### config.mk
export PLATFORM = sky130hd
export DESIGN_NAME = tbg_timer
export DESIGN_NICKNAME = d
export VERILOG_FILES = /design/src/hw/tbg_edge.v /design/src/hw/tbg_div.v /design/src/hw/tbg_timer.v
export VERILOG_INCLUDE_DIRS = /design/src /design/src/common
export SDC_FILE = /design/constraint.sdc
export NUM_CORES = 1
export LEC_CHECK = 0
export ABC_AREA = 1
export BUFFER_PORTS_ARGS = -buffer_cell sky130_fd_sc_hd__buf_2
export CELL_PAD_IN_SITES_DETAIL_PLACEMENT = 1
export CELL_PAD_IN_SITES_GLOBAL_PLACEMENT = 2
export CORE_AREA = 3 3 122 171
export CTS_CLUSTER_SIZE = 28
export DETAILED_ROUTE_END_ITERATION = 10
export DIE_AREA = 0 0 125 174
export GPL_ROUTABILITY_DRIVEN = 0
export HOLD_SLACK_MARGIN = 0.15
export PLACE_DENSITY = 0.81
export RECOVER_POWER = 25
export SYNTH_ARGS = -nofsm -noshare
export SYNTH_HDL_FRONTEND = slang
export SYNTH_SLANG_ARGS = --single-unit
### constraint.sdc
create_clock -name clk_i -period 2.13 [get_ports clk_i]
set_clock_uncertainty 0.05 [all_clocks]
set_input_delay 0.3195 -clock clk_i [delete_from_list [all_inputs] [get_ports clk_i]]
set_output_delay 0.3195 -clock clk_i [all_outputs]
set_load 0.05 [all_outputs]
### src/common/tbg_regs.vh
`ifndef TBG_REGS_VH
`define TBG_REGS_VH
// register byte addresses
`define TBG_ADDR_CTRL 8'h00
`define TBG_ADDR_MODE 8'h04
`define TBG_ADDR_CNT_LO 8'h08
`define TBG_ADDR_CNT_HI 8'h0c
`define TBG_ADDR_RLD_LO 8'h10
`define TBG_ADDR_RLD_HI 8'h14
`define TBG_ADDR_IRQ_STAT 8'h18
`define TBG_ADDR_IRQ_MASK 8'h1c
// control register fields
`define TBG_CTRL_CAP_RLD 0
`define TBG_CTRL_CNT_SRC 1
`define TBG_CTRL_RUN 2
`define TBG_CTRL_EXT_EN 3
`define TBG_CTRL_TX_SEL 4
`define TBG_CTRL_RX_SEL 5
`define TBG_CTRL_EXT_FLAG 6
`define TBG_CTRL_OVF_FLAG 7
// mode register fields
`define TBG_MODE_DOWN_EN 0
`define TBG_MODE_OUT_EN 1
`define TBG_MODE_SIX_CLK 2
// irq status fields
`define TBG_IRQ_OVF 0
`define TBG_IRQ_EXT 1
// reset values
`define TBG_CTRL_RST 8'h00
`define TBG_MODE_RST 8'h00
`define TBG_CNT_RST 16'h0000
`define TBG_IRQ_RST 2'h0
// timing: machine cycle divisors, baud divider
`define TBG_DIV_SIX 4'h6
`define TBG_DIV_TWELVE 4'hc
`define TBG_DIV_BAUD_12 4'h2
`define TBG_DIV_BAUD_6 4'h1
`define TBG_BAUD_OVF_DIV 4'hf
`endif

### src/hw/tbg_edge.v
`timescale 1ns/1ps
// ****************************************
// falling edge detector for a sync input
// ****************************************
module tbg_edge (
  input wire clk_i,
  input wire rst_i,
  input wire pin_i,
  output wire fall_o
);
  reg last_q;
  // remember previous pin level
  always @(posedge clk_i) begin
    if (rst_i) begin
      last_q <= 1'b1;
    end else begin
      last_q <= pin_i;
    end
  end
  assign fall_o = last_q & ~pin_i;
endmodule

### src/hw/tbg_div.v
`timescale 1ns/1ps
// ****************************************
// programmable tick divider
// ****************************************
module tbg_div (
  input wire clk_i,
  input wire rst_i,
  input wire [3:0] div_i,
  output wire tick_o
);
  reg [3:0] cnt_q;
  wire [3:0] cnt_d;
  assign tick_o = (cnt_q + 4'h1 >= div_i);
  assign cnt_d = tick_o ? 4'h0 : cnt_q + 4'h1;
  // count oscillator cycles up to the divisor
  always @(posedge clk_i) begin
    if (rst_i) begin
      cnt_q <= 4'h0;
    end else begin
      cnt_q <= cnt_d;
    end
  end
endmodule

### src/hw/tbg_timer.v
// The Wishbone interface to the registers and the register offsets were decided locally.
`timescale 1ns/1ps
`include "tbg_regs.vh"
// Function
// - mode from run, clock selects and capture/reload select; off when not running
// - transmit clock from first timer when tx select low, else this overflow
// - receive clock chosen the same way by its own select bit
// - baud mode reloads counter from reload bytes on every rollover
// - serial bit clock equals overflow rate divided by 16
// - count source select: internal ticks when 0, external events when 1
// - timer operation outside baud mode counts once per 6 or 12 clocks
// - baud mode timer counts every clock in 6-clock, every second in 12-clock
// - bit rate is osc over n times 65536 minus reload value
// - baud mode rollover sets no overflow flag and no interrupt
// - baud mode trigger falling edge sets external flag, never reloads
module tbg_timer (
  input wire clk_i,
  input wire rst_i,
  input wire wb_cyc_i,
  input wire wb_stb_i,
  input wire wb_we_i,
  input wire [7:0] wb_adr_i,
  input wire [3:0] wb_sel_i,
  input wire [31:0] wb_dat_i,
  output reg [31:0] wb_dat_o,
  output reg wb_ack_o,
  input wire ext_trigger_pin_i,
  input wire ext_count_pin_i,
  input wire first_timer_tx_clk_i,
  input wire first_timer_rx_clk_i,
  output wire tx_baud_clk_o,
  output wire rx_baud_clk_o,
  output reg timer_out_o,
  output wire irq_o
);
  // ****************************************
  // state
  // ****************************************
  localparam ST_OFF = 4'b0001;
  localparam ST_RELOAD = 4'b0010;
  localparam ST_CAPTURE = 4'b0100;
  localparam ST_BAUD = 4'b1000;

  reg [7:0] ctrl_q;
  reg [7:0] mode_q;
  reg [15:0] cnt_q;
  reg [15:0] rld_q;
  reg [1:0] irq_stat_q;
  reg [1:0] irq_mask_q;
  reg [3:0] baud_div_q;
  reg baud_pulse_q;
  reg [3:0] state;
  reg [3:0] div_sel;
  reg [15:0] cnt_d;
  reg cnt_ovf;
  reg cnt_step;
  wire trig_fall;
  wire ext_fall;
  wire osc_tick;
  wire wr_en;
  wire rd_en;
  wire second_timer_run;
  wire capture_reload_sel;
  wire count_source_sel;
  wire ext_trigger_enable;
  wire tx_baud_source_sel;
  wire rx_baud_source_sel;
  wire down_count_enable;
  wire timer_output_enable;
  wire six_clock_mode;

  assign capture_reload_sel = ctrl_q[`TBG_CTRL_CAP_RLD];
  assign count_source_sel = ctrl_q[`TBG_CTRL_CNT_SRC];
  assign second_timer_run = ctrl_q[`TBG_CTRL_RUN];
  assign ext_trigger_enable = ctrl_q[`TBG_CTRL_EXT_EN];
  assign tx_baud_source_sel = ctrl_q[`TBG_CTRL_TX_SEL];
  assign rx_baud_source_sel = ctrl_q[`TBG_CTRL_RX_SEL];
  assign down_count_enable = mode_q[`TBG_MODE_DOWN_EN];
  assign timer_output_enable = mode_q[`TBG_MODE_OUT_EN];
  assign six_clock_mode = mode_q[`TBG_MODE_SIX_CLK];

  // byte select helper for lane 0
  function lane_write;
    input [7:0] adr;
    input [7:0] target;
    input [3:0] sel;
    begin
      lane_write = (adr == target) & sel[0];
    end
  endfunction

  // ****************************************
  // mode decode
  // ****************************************
  // baud mode wins over capture/reload whenever either clock select is set
  always @* begin
    if (!second_timer_run) begin
      state = ST_OFF;
    end else if (tx_baud_source_sel | rx_baud_source_sel) begin
      state = ST_BAUD;
    end else if (capture_reload_sel) begin
      state = ST_CAPTURE;
    end else begin
      state = ST_RELOAD;
    end
  end

  // ****************************************
  // count tick generation
  // ****************************************
  // the divisor follows the mode at once; a change keeps the running phase
  always @* begin
    case (state)
      ST_BAUD: div_sel = six_clock_mode ? `TBG_DIV_BAUD_6 : `TBG_DIV_BAUD_12;
      default: div_sel = six_clock_mode ? `TBG_DIV_SIX : `TBG_DIV_TWELVE;
    endcase
  end

  tbg_div u_div (
    .clk_i(clk_i),
    .rst_i(rst_i),
    .div_i(div_sel),
    .tick_o(osc_tick)
  );

  tbg_edge u_trig_edge (
    .clk_i(clk_i),
    .rst_i(rst_i),
    .pin_i(ext_trigger_pin_i),
    .fall_o(trig_fall)
  );

  tbg_edge u_cnt_edge (
    .clk_i(clk_i),
    .rst_i(rst_i),
    .pin_i(ext_count_pin_i),
    .fall_o(ext_fall)
  );

  // ****************************************
  // counter next value
  // ****************************************
  // with down count enabled in auto-reload the trigger pin sets direction: high up, low down
  always @* begin
    cnt_step = (state != ST_OFF) & (count_source_sel ? ext_fall : osc_tick);
    cnt_d = cnt_q;
    cnt_ovf = 1'b0;
    if (cnt_step) begin
      if (state == ST_RELOAD && down_count_enable && !ext_trigger_pin_i) begin
        // down count: underflow at reload value wraps to all ones
        if (cnt_q == rld_q) begin
          cnt_d = 16'hffff;
          cnt_ovf = 1'b1;
        end else begin
          cnt_d = cnt_q - 16'h0001;
        end
      end else if (cnt_q == 16'hffff) begin
        cnt_ovf = 1'b1;
        cnt_d = (state == ST_CAPTURE) ? 16'h0000 : rld_q;
      end else begin
        cnt_d = cnt_q + 16'h0001;
      end
    end
  end

  // a request is taken only while ack is low, so one access never acts twice
  assign wr_en = wb_cyc_i & wb_stb_i & wb_we_i & ~wb_ack_o;
  assign rd_en = wb_cyc_i & wb_stb_i & ~wb_we_i & ~wb_ack_o;

  // ****************************************
  // registers, flags and counter
  // ****************************************
  // the count step lands first, then software writes override it, then hardware events override both
  always @(posedge clk_i) begin
    if (rst_i) begin
      ctrl_q <= `TBG_CTRL_RST;
      mode_q <= `TBG_MODE_RST;
      cnt_q <= `TBG_CNT_RST;
      rld_q <= `TBG_CNT_RST;
      timer_out_o <= 1'b0;
    end else begin
      cnt_q <= cnt_d;
      if (wr_en && lane_write(wb_adr_i, `TBG_ADDR_CTRL, wb_sel_i)) begin
        ctrl_q <= wb_dat_i[7:0];
      end
      if (wr_en && lane_write(wb_adr_i, `TBG_ADDR_MODE, wb_sel_i)) begin
        mode_q <= {5'h00, wb_dat_i[2:0]};
      end
      if (wr_en && lane_write(wb_adr_i, `TBG_ADDR_CNT_LO, wb_sel_i)) begin
        cnt_q[7:0] <= wb_dat_i[7:0];
      end
      if (wr_en && lane_write(wb_adr_i, `TBG_ADDR_CNT_HI, wb_sel_i)) begin
        cnt_q[15:8] <= wb_dat_i[7:0];
      end
      if (wr_en && lane_write(wb_adr_i, `TBG_ADDR_RLD_LO, wb_sel_i)) begin
        rld_q[7:0] <= wb_dat_i[7:0];
      end
      if (wr_en && lane_write(wb_adr_i, `TBG_ADDR_RLD_HI, wb_sel_i)) begin
        rld_q[15:8] <= wb_dat_i[7:0];
      end
      // hardware events win over a software write of the flags
      if (cnt_ovf && state != ST_BAUD) begin
        ctrl_q[`TBG_CTRL_OVF_FLAG] <= 1'b1;
      end
      if (trig_fall && ext_trigger_enable && state != ST_OFF) begin
        ctrl_q[`TBG_CTRL_EXT_FLAG] <= 1'b1;
      end
      // capture copies the running count into the reload bytes
      if (trig_fall && ext_trigger_enable && state == ST_CAPTURE) begin
        rld_q <= cnt_q;
      end
      // reload on trigger in auto-reload mode with down count disabled only, never in baud mode
      if (trig_fall && ext_trigger_enable && state == ST_RELOAD && !down_count_enable) begin
        cnt_q <= rld_q;
      end
      if (cnt_ovf && timer_output_enable) begin
        timer_out_o <= ~timer_out_o;
      end
    end
  end

  // ****************************************
  // baud output: overflow divided by 16
  // ****************************************
  // the prescaler is not cleared on entering baud mode, so the first bit clock may come early
  always @(posedge clk_i) begin
    if (rst_i) begin
      baud_div_q <= 4'h0;
      baud_pulse_q <= 1'b0;
    end else begin
      baud_pulse_q <= 1'b0;
      if (cnt_ovf && state == ST_BAUD) begin
        baud_div_q <= baud_div_q + 4'h1;
        baud_pulse_q <= (baud_div_q == `TBG_BAUD_OVF_DIV);
      end
    end
  end

  assign tx_baud_clk_o = tx_baud_source_sel ? baud_pulse_q : first_timer_tx_clk_i;
  assign rx_baud_clk_o = rx_baud_source_sel ? baud_pulse_q : first_timer_rx_clk_i;

  // ****************************************
  // interrupt status and mask
  // ****************************************
  // a read clears the status, but an event in the same cycle is kept
  always @(posedge clk_i) begin
    if (rst_i) begin
      irq_stat_q <= `TBG_IRQ_RST;
      irq_mask_q <= `TBG_IRQ_RST;
    end else begin
      if (rd_en && wb_adr_i == `TBG_ADDR_IRQ_STAT) begin
        irq_stat_q <= `TBG_IRQ_RST;
      end
      if (cnt_ovf && state != ST_BAUD) begin
        irq_stat_q[`TBG_IRQ_OVF] <= 1'b1;
      end
      if (trig_fall && ext_trigger_enable && state != ST_OFF) begin
        irq_stat_q[`TBG_IRQ_EXT] <= 1'b1;
      end
      if (wr_en && lane_write(wb_adr_i, `TBG_ADDR_IRQ_MASK, wb_sel_i)) begin
        irq_mask_q <= wb_dat_i[1:0];
      end
    end
  end

  assign irq_o = |(irq_stat_q & irq_mask_q);

  // ****************************************
  // wishbone answer and read data
  // ****************************************
  // ack comes one cycle after the request is taken; read data holds until the next read
  always @(posedge clk_i) begin
    if (rst_i) begin
      wb_ack_o <= 1'b0;
      wb_dat_o <= 32'h00000000;
    end else begin
      wb_ack_o <= wb_cyc_i & wb_stb_i & ~wb_ack_o;
      if (rd_en) begin
        if (wb_adr_i == `TBG_ADDR_CTRL) begin
          wb_dat_o <= {24'h000000, ctrl_q};
        end else if (wb_adr_i == `TBG_ADDR_MODE) begin
          wb_dat_o <= {24'h000000, mode_q};
        end else if (wb_adr_i == `TBG_ADDR_CNT_LO) begin
          wb_dat_o <= {24'h000000, cnt_q[7:0]};
        end else if (wb_adr_i == `TBG_ADDR_CNT_HI) begin
          wb_dat_o <= {24'h000000, cnt_q[15:8]};
        end else if (wb_adr_i == `TBG_ADDR_RLD_LO) begin
          wb_dat_o <= {24'h000000, rld_q[7:0]};
        end else if (wb_adr_i == `TBG_ADDR_RLD_HI) begin
          wb_dat_o <= {24'h000000, rld_q[15:8]};
        end else if (wb_adr_i == `TBG_ADDR_IRQ_STAT) begin
          wb_dat_o <= {30'h00000000, irq_stat_q};
        end else if (wb_adr_i == `TBG_ADDR_IRQ_MASK) begin
          wb_dat_o <= {30'h00000000, irq_mask_q};
        end else begin
          wb_dat_o <= 32'h00000000; // unmapped reads zero
        end
      end
    end
  end
endmodule

## Word level (Yosys, flattened, before mapping)

Cells that the tools add are included.
W data, S select, Z words.

| word-level totals | value |
|---|---|
| bits in registers | 92 |
| latch bits | 0 |
| RAM bits | 0 |
| bits in read-only memories | 0 |
| input bits | 53 |
| output and inout bits | 37 |
| logic and storage cells | 133 |
| memories kept | 0 |

| operators by class | value |
|---|---|
| add/sub/neg operators | 4 |
| multiply operators | 0 |
| div/mod/pow operators | 0 |
| magnitude comparators | 1 |
| equal/unequal tests | 15 |
| shift-type cells | 0 |
| muxes and demuxes | 38 |
| bitwise operators | 24 |
| reduce and logical (&&, ||, !) cells | 32 |

Operators by type and width:

| cell | number |
|---|---|
| $mux W16 | 7 |
| $mux W8 | 11 |
| $eq A8 B5 Y1 const B | 4 |
| $logic_and A1 B1 Y1 | 18 |
| $add A16 B1 Y16 const B | 1 |
| $and A1 B1 Y1 | 16 |
| $eq A16 B16 Y1 | 1 |
| $eq A16 B16 Y1 const B | 1 |
| $eq A8 B4 Y1 const B | 2 |
| $mux W4 | 4 |
| $sub A16 B1 Y16 const B | 1 |
| $reduce_bool A2 Y1 | 6 |
| $mux W1 | 11 |
| $add A4 B1 Y4 const B | 2 |
| $eq A4 B4 Y1 const B | 2 |
| $eq A8 B3 Y1 const B | 1 |
| $logic_not A8 Y1 | 1 |
| $mux W2 | 4 |
| $not A1 Y1 | 6 |
| $reduce_bool A3 Y1 | 2 |
| $reduce_or A2 Y1 | 3 |
| $eq A4 B2 Y1 const B | 1 |
| $eq A4 B3 Y1 const B | 1 |
| $ge A4 B4 Y1 | 1 |
| other kinds (6) | 7 |

## Logic depth before layout (Yosys ltp)

Gate-level depths: netlist of the first run.

| depth | value |
|---|---|
| depth in word-level cells | 12 |
| depth in mapped cells | 18 |
| mapped depth without buffers | 17 |

## Hierarchy

Synthesis of the first run repeated with hierarchy kept, for this count alone.

| unflattened totals | value |
|---|---|
| cell total of the unflattened synthesis | 894 |
| area total of the unflattened synthesis | 5341.4 um2 |

Modules (own cells, without submodules):

| module | times used | cells each | area an instance (um2) | sequential area each (um2) |
|---|---|---|---|---|
| tbg_timer | 1 | 846 | 4978.5 | 1241.2 |
| tbg_div | 1 | 36 | 285.3 | 80.1 |
| tbg_edge | 2 | 6 | 38.8 | 20.0 |

## Worst setup path before layout of the first run

No wires, ideal clock.

| timing path | value |
|---|---|
| kind | flip-flop to flip-flop |
| from | reg ctrl_q[2] |
| to | reg cnt_q[12] |
| setup time | 113 ps |
| arrival | 2037 ps |
| data required time | 1967 ps |
| path slack | -70 ps |
| cell stages (with the launch flop) | 18 |
| path buffers | 1 |
| clock period less this slack | 2200 ps |
| cells stage by stage | dfxtp_1 > buf_4 > o21ai_1 > ha_1 > inv_1 > ha_1 > a21oi_1 > nand2_1 > nand2_1 > nand2_1 > nand2_1 > nand2_1 > nand2_4 > nand3_2 > inv_2 > nand2_1 > nand3_1 > nor2_1 |

| on the way | value |
|---|---|
| cells in the longest elaborated chain, start to end | 8 |
| elaborated cells between the ends (all ways) | 20 |
| those cells by class | 1 x order compare; 4 x eq/ne; 9 x mux; 1 x bitwise; 5 x reduce/logical |

RTL lines:

| item | RTL line | RTL |
|---|---|---|
| start: declaration | tbg_timer.v:44 | `reg [7:0] ctrl_q;` |
| start signal: assignment | tbg_timer.v:176 | `` ctrl_q <= `TBG_CTRL_RST; `` |
| start signal: assignment | tbg_timer.v:184 | `ctrl_q <= wb_dat_i[7:0];` |
| $mux W4 * | tbg_timer.v:97 | `if (!second_timer_run) begin` |
| branches (longest 7 deep; another with $ge A4 B4 Y1) | -- |  |
| end signal: assignment | tbg_timer.v:178 | `` cnt_q <= `TBG_CNT_RST; `` |
| end signal: assignment | tbg_timer.v:193 | `cnt_q[15:8] <= wb_dat_i[7:0];` |
| end signal: assignment | tbg_timer.v:214 | `cnt_q <= rld_q;` |
| end: declaration | tbg_timer.v:46 | `reg [15:0] cnt_q;` |

Every way passes the cells marked *. The select of a mux whose other input is x is not followed.
A chain may end at the register's enable or synchronous reset.

## Final worst setup path of the first run

| timing path | value |
|---|---|
| from | reg ctrl_q[5] |
| to | reg baud_div_q[3] |

| on the way | value |
|---|---|
| cells in the longest elaborated chain, start to end | 10 |
| elaborated cells between the ends (all ways) | 15 |
| those cells by class | 1 x order compare; 3 x eq/ne; 6 x mux; 2 x bitwise; 3 x reduce/logical |

RTL lines:

| item | RTL line | RTL |
|---|---|---|
| $or A1 B1 Y1 * | tbg_timer.v:99 | `end else if (tx_baud_source_sel \| rx_baud_source_sel) begin` |
| $mux W4 * | tbg_timer.v:99 |  |
| $mux W4 * | tbg_timer.v:97 |  |
| $eq A4 B4 Y1 | tbg_timer.v:113, tbg_timer.v:232 |  |
| $mux W4 | tbg_timer.v:113 | `case (state)` |
| $ge A4 B4 Y1 | tbg_div.v:13 | `assign tick_o = (cnt_q + 4'h1 >= div_i);` |
| $mux W1 | tbg_timer.v:145 | `cnt_step = (state != ST_OFF) & (count_source_sel ? ext_fall : osc_tick);` |
| $and A1 B1 Y1 | tbg_timer.v:145 |  |
| $mux W1 | tbg_timer.v:148 | `if (cnt_step) begin` |
| $logic_and A1 B1 Y1 * | tbg_timer.v:232 | `if (cnt_ovf && state == ST_BAUD) begin` |
| end signal: assignment | tbg_timer.v:233 | `baud_div_q <= baud_div_q + 4'h1;` |
| end: declaration | tbg_timer.v:50 | `reg [3:0] baud_div_q;` |

Mark *: on every way between the ends. The rest lies on a longest branch, timed or not.

==> impl_metrics.ini, run 1 <==
[run_status]
status = finished with violations
failed_checks = setup timing

[floorplan]
core_sq_mm = 0.01937
num_rows = 60
die_h_microns = 174
start_util_pct = 26.87
dieWidth_microns = 125
io_pins = 90
die_area_sq_mm = 0.02175

[worst_setup_path]
cp.buffers_inverters = 2
crit_top_cell = nand2_2
max_stage_delay_ps = 340
path_cells = o21ai_4 -> buf_6 -> nor2_4 -> ha_4 -> inv_2 -> nand2_2 -> a21oi_2 -> nand2_1 -> nand2_2 -> nand2_2 -> nand2_2 -> nand2_4 -> nand2_8 -> a21oi_4 -> nand2_4 -> nand2_1 -> a21oi_1
r2r_cells = 17
crit_fanout = 8
setup.worst_path.class = register to register
cp.arrival_ps = 2380
path_depth = 17
cp_top_family = simple AND/OR/NAND/NOR gates
cp.required_ps = 2280
cp-start-kind = register
cp-end-kind = register
cp_slowest_cell = dfxtp_2

[finish]
final_nets = 1040
fillerInstances = 2579
regArea_sq_mm = 0.001370
final_common_cell = nand2_1
diodes = 0
final_cell_mix = nand2_1, nor2_1, buf_4, nand3_1, inv_1
syn_to_final_growth_pct = 31.78
multiInputGateArea_sq_mm = 0.003465
layout-drive-gt1-share_pct = 23.98
fin_util_pct = 35.41

[clock_tree]
path_clk_slew_ps = 60
clock-sinks = 68
cts_buffers = 9
clkLatencyLatePin_ps = 340
cts_tree = yes
root_buffer = clkbuf_16
h-tree-depth = 3
cts_max_path_buffers = 2

[power_and_ir_drop]
power_frac_comb_pct = 8.9
switching_share_pct = 25.88
p_int_w = 0.002501
switching_power_w = 0.0008735
seq_power_share_pct = 38.3
ir_drop_mv = 0.5502
clkPwrFrac_pct = 52.8
power_leakage_nw = 2.981
finalPower_w = 0.003374
power.density_mw_per_mm2 = 492.0

[global_routing]
grt_max_degree = 37
grt_usage_pct = 20.18
antenna_found_initial = 0
grt_pass1_vias = 6286
grt_pass1_wl_mm = 34.66
grt.overflow.total = 0

[synthesis]
synth_seq_cells = 68
avgSynthCellArea_sq_um = 6.052
synth_cell_types = 41
syn_inst = 860
ys.flop_type = dfxtp_1
synthArstFlopShare_pct = 0
yosys_warnings = 0
synth-seq-area-share_pct = 26.15
synth_edf_count = 0
syn_area_sq_mm = 0.005205

[routing]
wl_met1_mm = 8.555
routed-wl-met3_microns = 674
viasPerCell = 4.920
met2_length_mm = 11.84
wirelength_mm = 22.39
drtPass1Iterations = 4
drc = 0
highest_layer = met4
postRouteAntennaNets = 0
num_vias = 6061
drtIter0Drc = 292
wire_per_inst_microns = 18.18

[timing]
slew-limit-headroom_pct = 57.70
rsz0062_at_grt = true
final.setup.tns_ps = -1557
finalHoldViolCount = 0
min_period_ps = 2229
post-route-period-util_pct = 104.6
finalWorstSetupSlack_ps = -99.03
setup_viol = 23
finalMaxSlewViolations = 0
hold_slack_ps = 166.2
fmax_mhz = 448.6
worst_pin_slew_ps = 637.2

[worst_hold_path]
min_path_cells = 3
hold_class = input pin to register

[placement]
portBuffers = 38
hpwl_mm = 17.87
pre_cts_slack_ps = -144.6

[run]
drv_cap = 0
[worst reg2reg max path: stages (launching register included)]
cell and delay (ps):
dfxtp_2 340, o21ai_4 200, buf_6 140, nor2_4 40
ha_4 250, inv_2 30, nand2_2 60, a21oi_2 60
nand2_1 70, nand2_2 60, nand2_2 60, nand2_2 60
nand2_4 110, nand2_8 100, a21oi_4 250, nand2_4 120
nand2_1 70, a21oi_1 50
[cell type report]
cell class                      instances  share of cell area [%]
Clock buffer                            9                   3.283
Clock inverter                          7                   1.806
Inverter                              101                   5.637
Multi-Input combinational cell        659                   50.51
Sequential cell                        68                   19.97
Tap cell                              248                   4.524
Timing Repair Buffer                  140                   14.26
[path summary, 6_finish.rpt]
check / slack (ps) / start / end
setup / recovery: -100 / ctrl_q[5]$_SDFFE_PP0P_ / baud_div_q[3]$_SDFFE_PP0P_
hold / removal: 170 / ext_trigger_pin_i / u_trig_edge.last_q$_SDFF_PP1_
hold reg to reg: 430 / wb_dat_o[0]$_SDFFE_PP0P_ / wb_dat_o[0]$_SDFFE_PP0P_
setup reg to reg: -100 / ctrl_q[5]$_SDFFE_PP0P_ / baud_div_q[3]$_SDFFE_PP0P_
[power by group through the flow]
stage          Clock, W  Combinational, W  Sequential, W
2_1_floorplan         0          0.000213        0.00134
3_3_place_gp          0          0.000282        0.00132
3_5_place_dp          0          0.000286        0.00132
4_1_cts         0.00180          0.000288        0.00129
5_1_grt         0.00185          0.000324        0.00129
6_report        0.00178          0.000302        0.00129
[synthesized netlist by cell type (3+ instances only)]
master      n  area (sq um)
nand2_2     4         25.02
o21ai_1     8         40.04
nor3_1      5         25.02
nand3_1    87         435.4
dfxtp_1    68          1361
xnor2_1     4         35.03
buf_2      15         75.07
nor2_2      4         25.02
nor2_1    113         424.2
xor2_1     23         201.4
a31oi_1     3         18.77
buf_4      27         202.7
nor2_4      5         56.30
o22ai_1     6         37.54
ha_1        8         100.1
nand2_1   199         747.0
nand4_1    14         87.58
inv_2      18         67.56
clkbuf_1   12         45.04
inv_1      82         307.8
a21oi_1    65         325.3
o21ai_0    59         295.3
nand3_2     4         40.04
o211ai_1    6         45.04
[stage by stage]
| stage | std cells | instance area [sq um] |
|---|---|---|
| 3_3_place_gp | 1210 | 6238 |
| 5_1_grt | 1232 | 6859 |
| 4_1_cts | 1229 | 6643 |
| 2_1_floorplan | 883 | 5323 |
| 6_report | 1232 | 6859 |
| 3_5_place_dp | 1210 | 6238 |
[repair_timing]
action                                  4_1_cts  5_1_grt
setup buffers                                 2        3
pin swaps                                     7       11
endpoints found under the hold margin         1        0
resized for setup                            12       49
hold buffers                                  1        0
endpoints found under the setup margin       24       24
[layer usage]
metal	up-vias	global-route usage, %
met3	62	1.967
met1	2884	21.83
met4	0	11.17
li1	2980	-
met2	135	37.97
met5	-	0
[sequential cells by signal, summed over array words and instances, names as in the netlist]
register            flops
irq_stat_q              2
u_trig_edge.last_q      1
rld_q                  16
ctrl_q                  8
baud_pulse_q            1
timer_out_o             1
mode_q                  3
cnt_q                  16
wb_dat_o                8
irq_mask_q              2
baud_div_q              4
u_div.cnt_q             4
wb_ack_o                1
u_cnt_edge.last_q       1
[kinds of logic (layout without fill, tap and decap cells)]
logic type	after synthesis	after routing	share of synthesized area, %
mux	2	2	0.4327
other cells	1	24	0.07205
flops	68	68	26.15
buf+inv	156	257	13.56
simple gates	444	444	37.40
fa+ha+maj	8	8	1.923
compound gates	154	154	15.91
xor+xnor	27	27	4.543
Note: power is estimated with default switching activity, not from simulation.
==> run 2, diff against run 1 <==
--- a/config.mk
+++ b/config.mk
@@ -6,17 +6,16 @@
 export SDC_FILE = /design/constraint.sdc
 export NUM_CORES = 1
 export LEC_CHECK = 0
-export ABC_AREA = 1
 export BUFFER_PORTS_ARGS = -buffer_cell sky130_fd_sc_hd__buf_2
 export CELL_PAD_IN_SITES_DETAIL_PLACEMENT = 1
 export CELL_PAD_IN_SITES_GLOBAL_PLACEMENT = 2
-export CORE_AREA = 3 3 122 171
+export CORE_AREA = 3 3 115 161
 export CTS_CLUSTER_SIZE = 28
 export DETAILED_ROUTE_END_ITERATION = 10
-export DIE_AREA = 0 0 125 174
+export DIE_AREA = 0 0 118 164
 export GPL_ROUTABILITY_DRIVEN = 0
 export HOLD_SLACK_MARGIN = 0.15
-export PLACE_DENSITY = 0.81
+export PLACE_DENSITY = 0.82
 export RECOVER_POWER = 25
 export SYNTH_ARGS = -nofsm -noshare
 export SYNTH_HDL_FRONTEND = slang
==> impl_metrics.ini, run 2 <==
[global_routing]
grt_pass1_vias = 6900
antenna_found_initial = 0
grt_pass1_wl_mm = 39.93
grt.overflow.total = 0
grt_usage_pct = 26.72
grt_max_degree = 55

[timing]
setup_viol = 25
finalWorstSetupSlack_ps = -342.5
worst_pin_slew_ps = 586.9
rsz0062_at_grt = true
post-route-period-util_pct = 116.1
slew-limit-headroom_pct = 60.74
min_period_ps = 2472
finalMaxSlewViolations = 0
fmax_mhz = 404.5
finalHoldViolCount = 0

[run_status]
failed_checks = setup timing
status = finished with violations

[synthesis]
synth_common_cells = dfxtp_1, nor2_1, nand2_1, a21oi_1, nand3_1
ys.flop_type = dfxtp_1
avgSynthCellArea_sq_um = 7.776
yosysMostFrequentCell = dfxtp_1
synth.area.top_cells = dfxtp_1, mux2i_1, nor2_1
yosys_warnings = 0
yosys.area.top_type = dfxtp_1
synth-seq-area-share_pct = 26.45
syn_inst = 662
synth_seq_cells = 68
synth_edf_count = 0
synthArstFlopShare_pct = 0
synth_cell_types = 67
syn_area_sq_mm = 0.005147
synth_top_area_share_pct = 26.45

[power_and_ir_drop]
ir_drop_mv = 0.3610
power.density_mw_per_mm2 = 410.1
finalPower_w = 0.003226
power_leakage_nw = 3.319

[worst_setup_path]
cp-end-kind = register
max_stage_delay_ps = 580
cp.arrival_ps = 2670
setup.worst_path.class = register to register
cp-start-kind = register
cp_slowest_cell = or4b_4
crit_fanout = 5
cp.required_ps = 2330
path_cells = buf_4 -> or4b_4 -> or3_4 -> buf_12 -> nand2_8 -> a2111oi_4 -> a311o_1 -> o31ai_2

[worst_hold_path]
hold_class = input pin to register

[finish]
final_nets = 907
layout-drive-gt1-share_pct = 41.83
final_common_cell = buf_4
syn_to_final_growth_pct = 52.82
largest_registers = cnt_q: 16 flops, rld_q: 16 flops
fillerInstances = 2032
final_cell_mix = buf_4, dfxtp_1, nor2_1, nand2_1, buf_2
diodes = 0
instances_no_fill = 1087

[floorplan]
start_util_pct = 29.70
io_pins = 90
dieWidth_microns = 118
die_area_sq_mm = 0.01935
num_rows = 57
core_sq_mm = 0.01733
die_h_microns = 164

[routing]
wire_per_inst_microns = 25.38
drtIter0Drc = 450
drtPass1Iterations = 7
viasPerCell = 5.886
wirelength_mm = 27.59
drc = 0
num_vias = 6398
postRouteAntennaNets = 0

[clock_tree]
clock-sinks = 68
clkLatencyLatePin_ps = 340
h-tree-depth = 3
path_clk_slew_ps = 60
root_buffer = clkbuf_16
cts_max_path_buffers = 2
cts_tree = yes
cts_buffers = 9

[placement]
dp.cells = 1038
portBuffers = 38
hpwl_mm = 18.36

[run]
drv_cap = 0
## run 2: critical path, delay by kind of cell (launching register included)
kind,cells,cell delay [ps]
buf+inv,2,310
simple gates,3,1070
compound gates,3,630
flops,1,320
## run 2: worst paths after layout
kind,from,endpoint,slack (ps),cells after the start
setup reg to reg,ctrl_q[5]$_SDFFE_PP0P_,cnt_q[9]$_SDFFE_PP0P_,-340,8
setup / recovery,ctrl_q[5]$_SDFFE_PP0P_,cnt_q[9]$_SDFFE_PP0P_,-340,8
hold reg to reg,timer_out_o$_SDFFE_PP0P_,timer_out_o$_SDFFE_PP0P_,440,2
hold / removal,ext_trigger_pin_i,u_trig_edge.last_q$_SDFF_PP1_,200,2
## run 2: logic make-up (layout without fill, tap and decap cells)
| family | Yosys count | in the layout | synth area share (%) |
|---|---|---|---|
| AOI/OAI and AO/OA | 157 | 157 | 20.98 |
| and+or+nand+nor | 259 | 259 | 26.40 |
| muxes | 36 | 36 | 8.143 |
| adders and majority gates | 8 | 8 | 1.945 |
| buffers and inverters | 93 | 259 | 9.212 |
| xor gates and xnor gates | 40 | 40 | 6.806 |
| DFF | 68 | 68 | 26.45 |
| other | 1 | 24 | 0.07285 |
## run 2: power breakdown
| part | total [W] | internal, W | leakage [nW] | switching (W) |
|---|---|---|---|---|
| combinational | 0.000398 | 0.000116 | 2.63 | 0.000282 |
| clock | 0.00154 | 0.000943 | 0.140 | 0.000597 |
| sequential | 0.00129 | 0.00128 | 0.552 | 0.00000614 |
## run 2: metal layers
metal	global-route usage (%)	wire length (microns)
met1	26.13	9477
met2	47.95	13760
met3	5.133	1722
met4	23.84	2632
met5	0	0
## run 2: repair_timing
action,in CTS,in global routing
hold buffers,1,0
cloned,1,0
pin swaps,54,21
endpoints found under the setup margin,24,36
resized for setup,108,32
setup buffers,26,5
hold endpoints to repair,1,0
## run 2: cell type report
type / count / area [sq um] / share of cell area, %
Tap cell: 236 / 295.3 / 3.754
Clock inverter: 3 / 46.29 / 0.5885
Clock buffer: 13 / 250.2 / 3.181
Sequential cell: 68 / 1368 / 17.39
Inverter: 20 / 75.07 / 0.9544
Timing Repair Buffer: 223 / 1748 / 22.22
Multi-Input combinational cell: 524 / 4084 / 51.92
## run 2: metrics by stage
step	setup slack (ps)	TNS, ps	area [sq um]	hold slack [ps]	utilization [%]
6_report	-342.5	-6145	7866	199.0	45.39
5_1_grt	-379.6	-7422	7866	201.1	45.39
4_1_cts	-268.9	-4350	7674	199.3	44.28
3_5_place_dp	-442.5	-9790	6603	433.8	38.10
3_3_place_gp	-361.1	-7065	6603	417.4	38.10
2_1_floorplan	-312.4	-3209	5355	376.1	-
==> run 3, diff against run 2 <==
--- a/config.mk
+++ b/config.mk
@@ -9,13 +9,13 @@
 export BUFFER_PORTS_ARGS = -buffer_cell sky130_fd_sc_hd__buf_2
 export CELL_PAD_IN_SITES_DETAIL_PLACEMENT = 1
 export CELL_PAD_IN_SITES_GLOBAL_PLACEMENT = 2
-export CORE_AREA = 3 3 115 161
+export CORE_AREA = 3 3 107 150
 export CTS_CLUSTER_SIZE = 28
 export DETAILED_ROUTE_END_ITERATION = 10
-export DIE_AREA = 0 0 118 164
+export DIE_AREA = 0 0 110 153
 export GPL_ROUTABILITY_DRIVEN = 0
 export HOLD_SLACK_MARGIN = 0.15
-export PLACE_DENSITY = 0.82
+export PLACE_DENSITY = 0.89
 export RECOVER_POWER = 25
 export SYNTH_ARGS = -nofsm -noshare
 export SYNTH_HDL_FRONTEND = slang
==> constraint.sdc (replaced) <==
create_clock -name clk_i -period 2.95 [get_ports clk_i]
set_clock_uncertainty 0.05 [all_clocks]
set_input_delay 0.4425 -clock clk_i [delete_from_list [all_inputs] [get_ports clk_i]]
set_output_delay 0.4425 -clock clk_i [all_outputs]
set_load 0.05 [all_outputs]
==> impl_metrics.ini, run 3 (synthesis gave the netlist of run 2 again) <==
[worst_setup_path]
cp-start-kind = register
cp.required_ps = 3120
crit_start = ctrl_q[4]$_SDFFE_PP0P_
reg2reg_from = ctrl_q[4]$_SDFFE_PP0P_
r2r_slack_ps = 230
setup.worst_path.class = register to register
cp-end-kind = register
r2r_cells = 7
path_cells = buf_4 -> or4b_1 -> buf_4 -> or2_2 -> nor2_2 -> a32oi_1 -> a2bb2o_1
r2r_end = cnt_q[6]$_SDFFE_PP0P_
crit_top_cell = buf_4
max_stage_delay_ps = 550
crit_fanout = 9
cp.arrival_ps = 2890
cp_slowest_cell = or4b_1

[timing]
fmax_mhz = 368.0
min_period_ps = 2717
post-route-period-util_pct = 92.11
final.setup.tns_ps = 0
finalMaxSlewViolations = 0
rsz0062_at_grt = false
worst_pin_slew_ps = 631.0
finalHoldViolCount = 0
setup_viol = 0
slew-limit-headroom_pct = 57.93

[floorplan]
io_pins = 90
core_sq_mm = 0.01492
num_rows = 53
die_area_sq_mm = 0.01683
dieWidth_microns = 110
start_util_pct = 34.50
die_h_microns = 153

[global_routing]
grt_usage_pct = 24.46
grt_pass1_vias = 5617
grt_max_degree = 55
grt_pass1_wl_mm = 31.62
grt.overflow.total = 0
antenna_found_initial = 0

[placement]
hpwl_mm = 15.47
place_area_sq_mm = 0.005644
portBuffers = 38

[clock_tree]
cts_buffers = 9
path_clk_slew_ps = 60
ctsHoldBuffers = 0
cts_tree = yes
cts_max_path_buffers = 2
clock-sinks = 68
root_buffer = clkbuf_16
clkLatencyLatePin_ps = 340
h-tree-depth = 3

[power_and_ir_drop]
power_leakage_nw = 2.347
ir_drop_mv = 0.2627
power.density_mw_per_mm2 = 364.7

[finish]
largest_registers = cnt_q: 16 flops, rld_q: 16 flops
diodes = 0
fin_util_pct = 39.57
syn_to_final_growth_pct = 14.71
final_nets = 770
fin_area_sq_mm = 0.005904
fillerInstances = 1832
layout-drive-gt1-share_pct = 16.69
final_cell_mix = dfxtp_1, nor2_1, nand2_1, buf_4, a21oi_1
final_common_cell = dfxtp_1

[run_status]
status = completed

[worst_hold_path]
hold_class = input pin to register
timing.hold.worst_endpoint = u_cnt_edge.last_q$_SDFF_PP1_
min-delay-start = ext_count_pin_i
min_path_cells = 2

[routing]
drtIter0Drc = 404
wire_per_inst_microns = 22.64
drc = 0
viasPerCell = 6.030
num_vias = 5457
wirelength_mm = 20.49
postRouteAntennaNets = 0
drtPass1Iterations = 5

[run]
drv_cap = 0
[run 3: cell count changes in the layout (fill, tap and decap cells not counted), sizes merged]
cell,before,now
buf,222,74
clkbuf,13,21
clkinv,1,4
bufinv,1,0
clkinvlp,1,2
dlygate4sd3,1,0
[run 3: through the flow]
step                hold WS [ps]  power (W)  worst slack, ps  std cells
global placement           400.3   0.001166            254.9        890
global route               265.9   0.002215            28.50        905
floorplan                  383.4   0.001130            350.5        685
finish                     264.9   0.002154            232.6        905
detailed placement         416.1   0.001172            162.6        890
CTS                        257.6   0.002165            93.65        905
[run 3: cell type report]
class	instances	area, sq um	area share (%)
Multi-Input combinational cell	524	3412	57.79
Clock buffer	9	225.2	3.814
Inverter	20	75.07	1.271
Clock inverter	6	42.54	0.7205
Timing Repair Buffer	86	548.0	9.282
Sequential cell	68	1361	23.06
Tap cell	192	240.2	4.069
[run 3: where the power goes]
part	switching [W]	internal, W
registers	0.00000448	0.000926
clock network	0.000435	0.000564
logic	0.000177	0.0000480
[run 3: critical path, delay by kind of cell, from the launching register on]
family          cells  cell delay, ps
buf+inv             2             330
simple gates        3            1390
flops               1             310
compound gates      2             510
[run 3: what timing repair did]
| item | 4_1_cts | 5_1_grt |
|---|---|---|
| buffers inserted | 0 | 0 |
| gates resized for setup | 0 | 3 |
| endpoints found under the setup margin | 0 | 10 |
[run 3: worst max path at each step]
stage                                  to  slack [ps]  cells after the start
2_1_floorplan      ctrl_q[7]$_SDFFE_PP0P_         350                     11
3_3_place_gp        cnt_q[4]$_SDFFE_PP0P_         250                     11
3_5_place_dp   baud_div_q[2]$_SDFFE_PP0P_         160                     10
4_1_cts        baud_div_q[2]$_SDFFE_PP0P_          90                     10
5_1_grt             cnt_q[2]$_SDFFE_PP0P_          30                     11
6_report            cnt_q[6]$_SDFFE_PP0P_         230                      7
[run 3: routing by layer]
metal / up-vias / global-route usage [%] / share of wire, %
li1: 2483 / - / -
met3: 78 / 2.957 / 5.2
met2: 230 / 40.94 / 50
met1: 2666 / 28.43 / 38
met5: - / 0 / 0
met4: 0 / 16.52 / 7.0
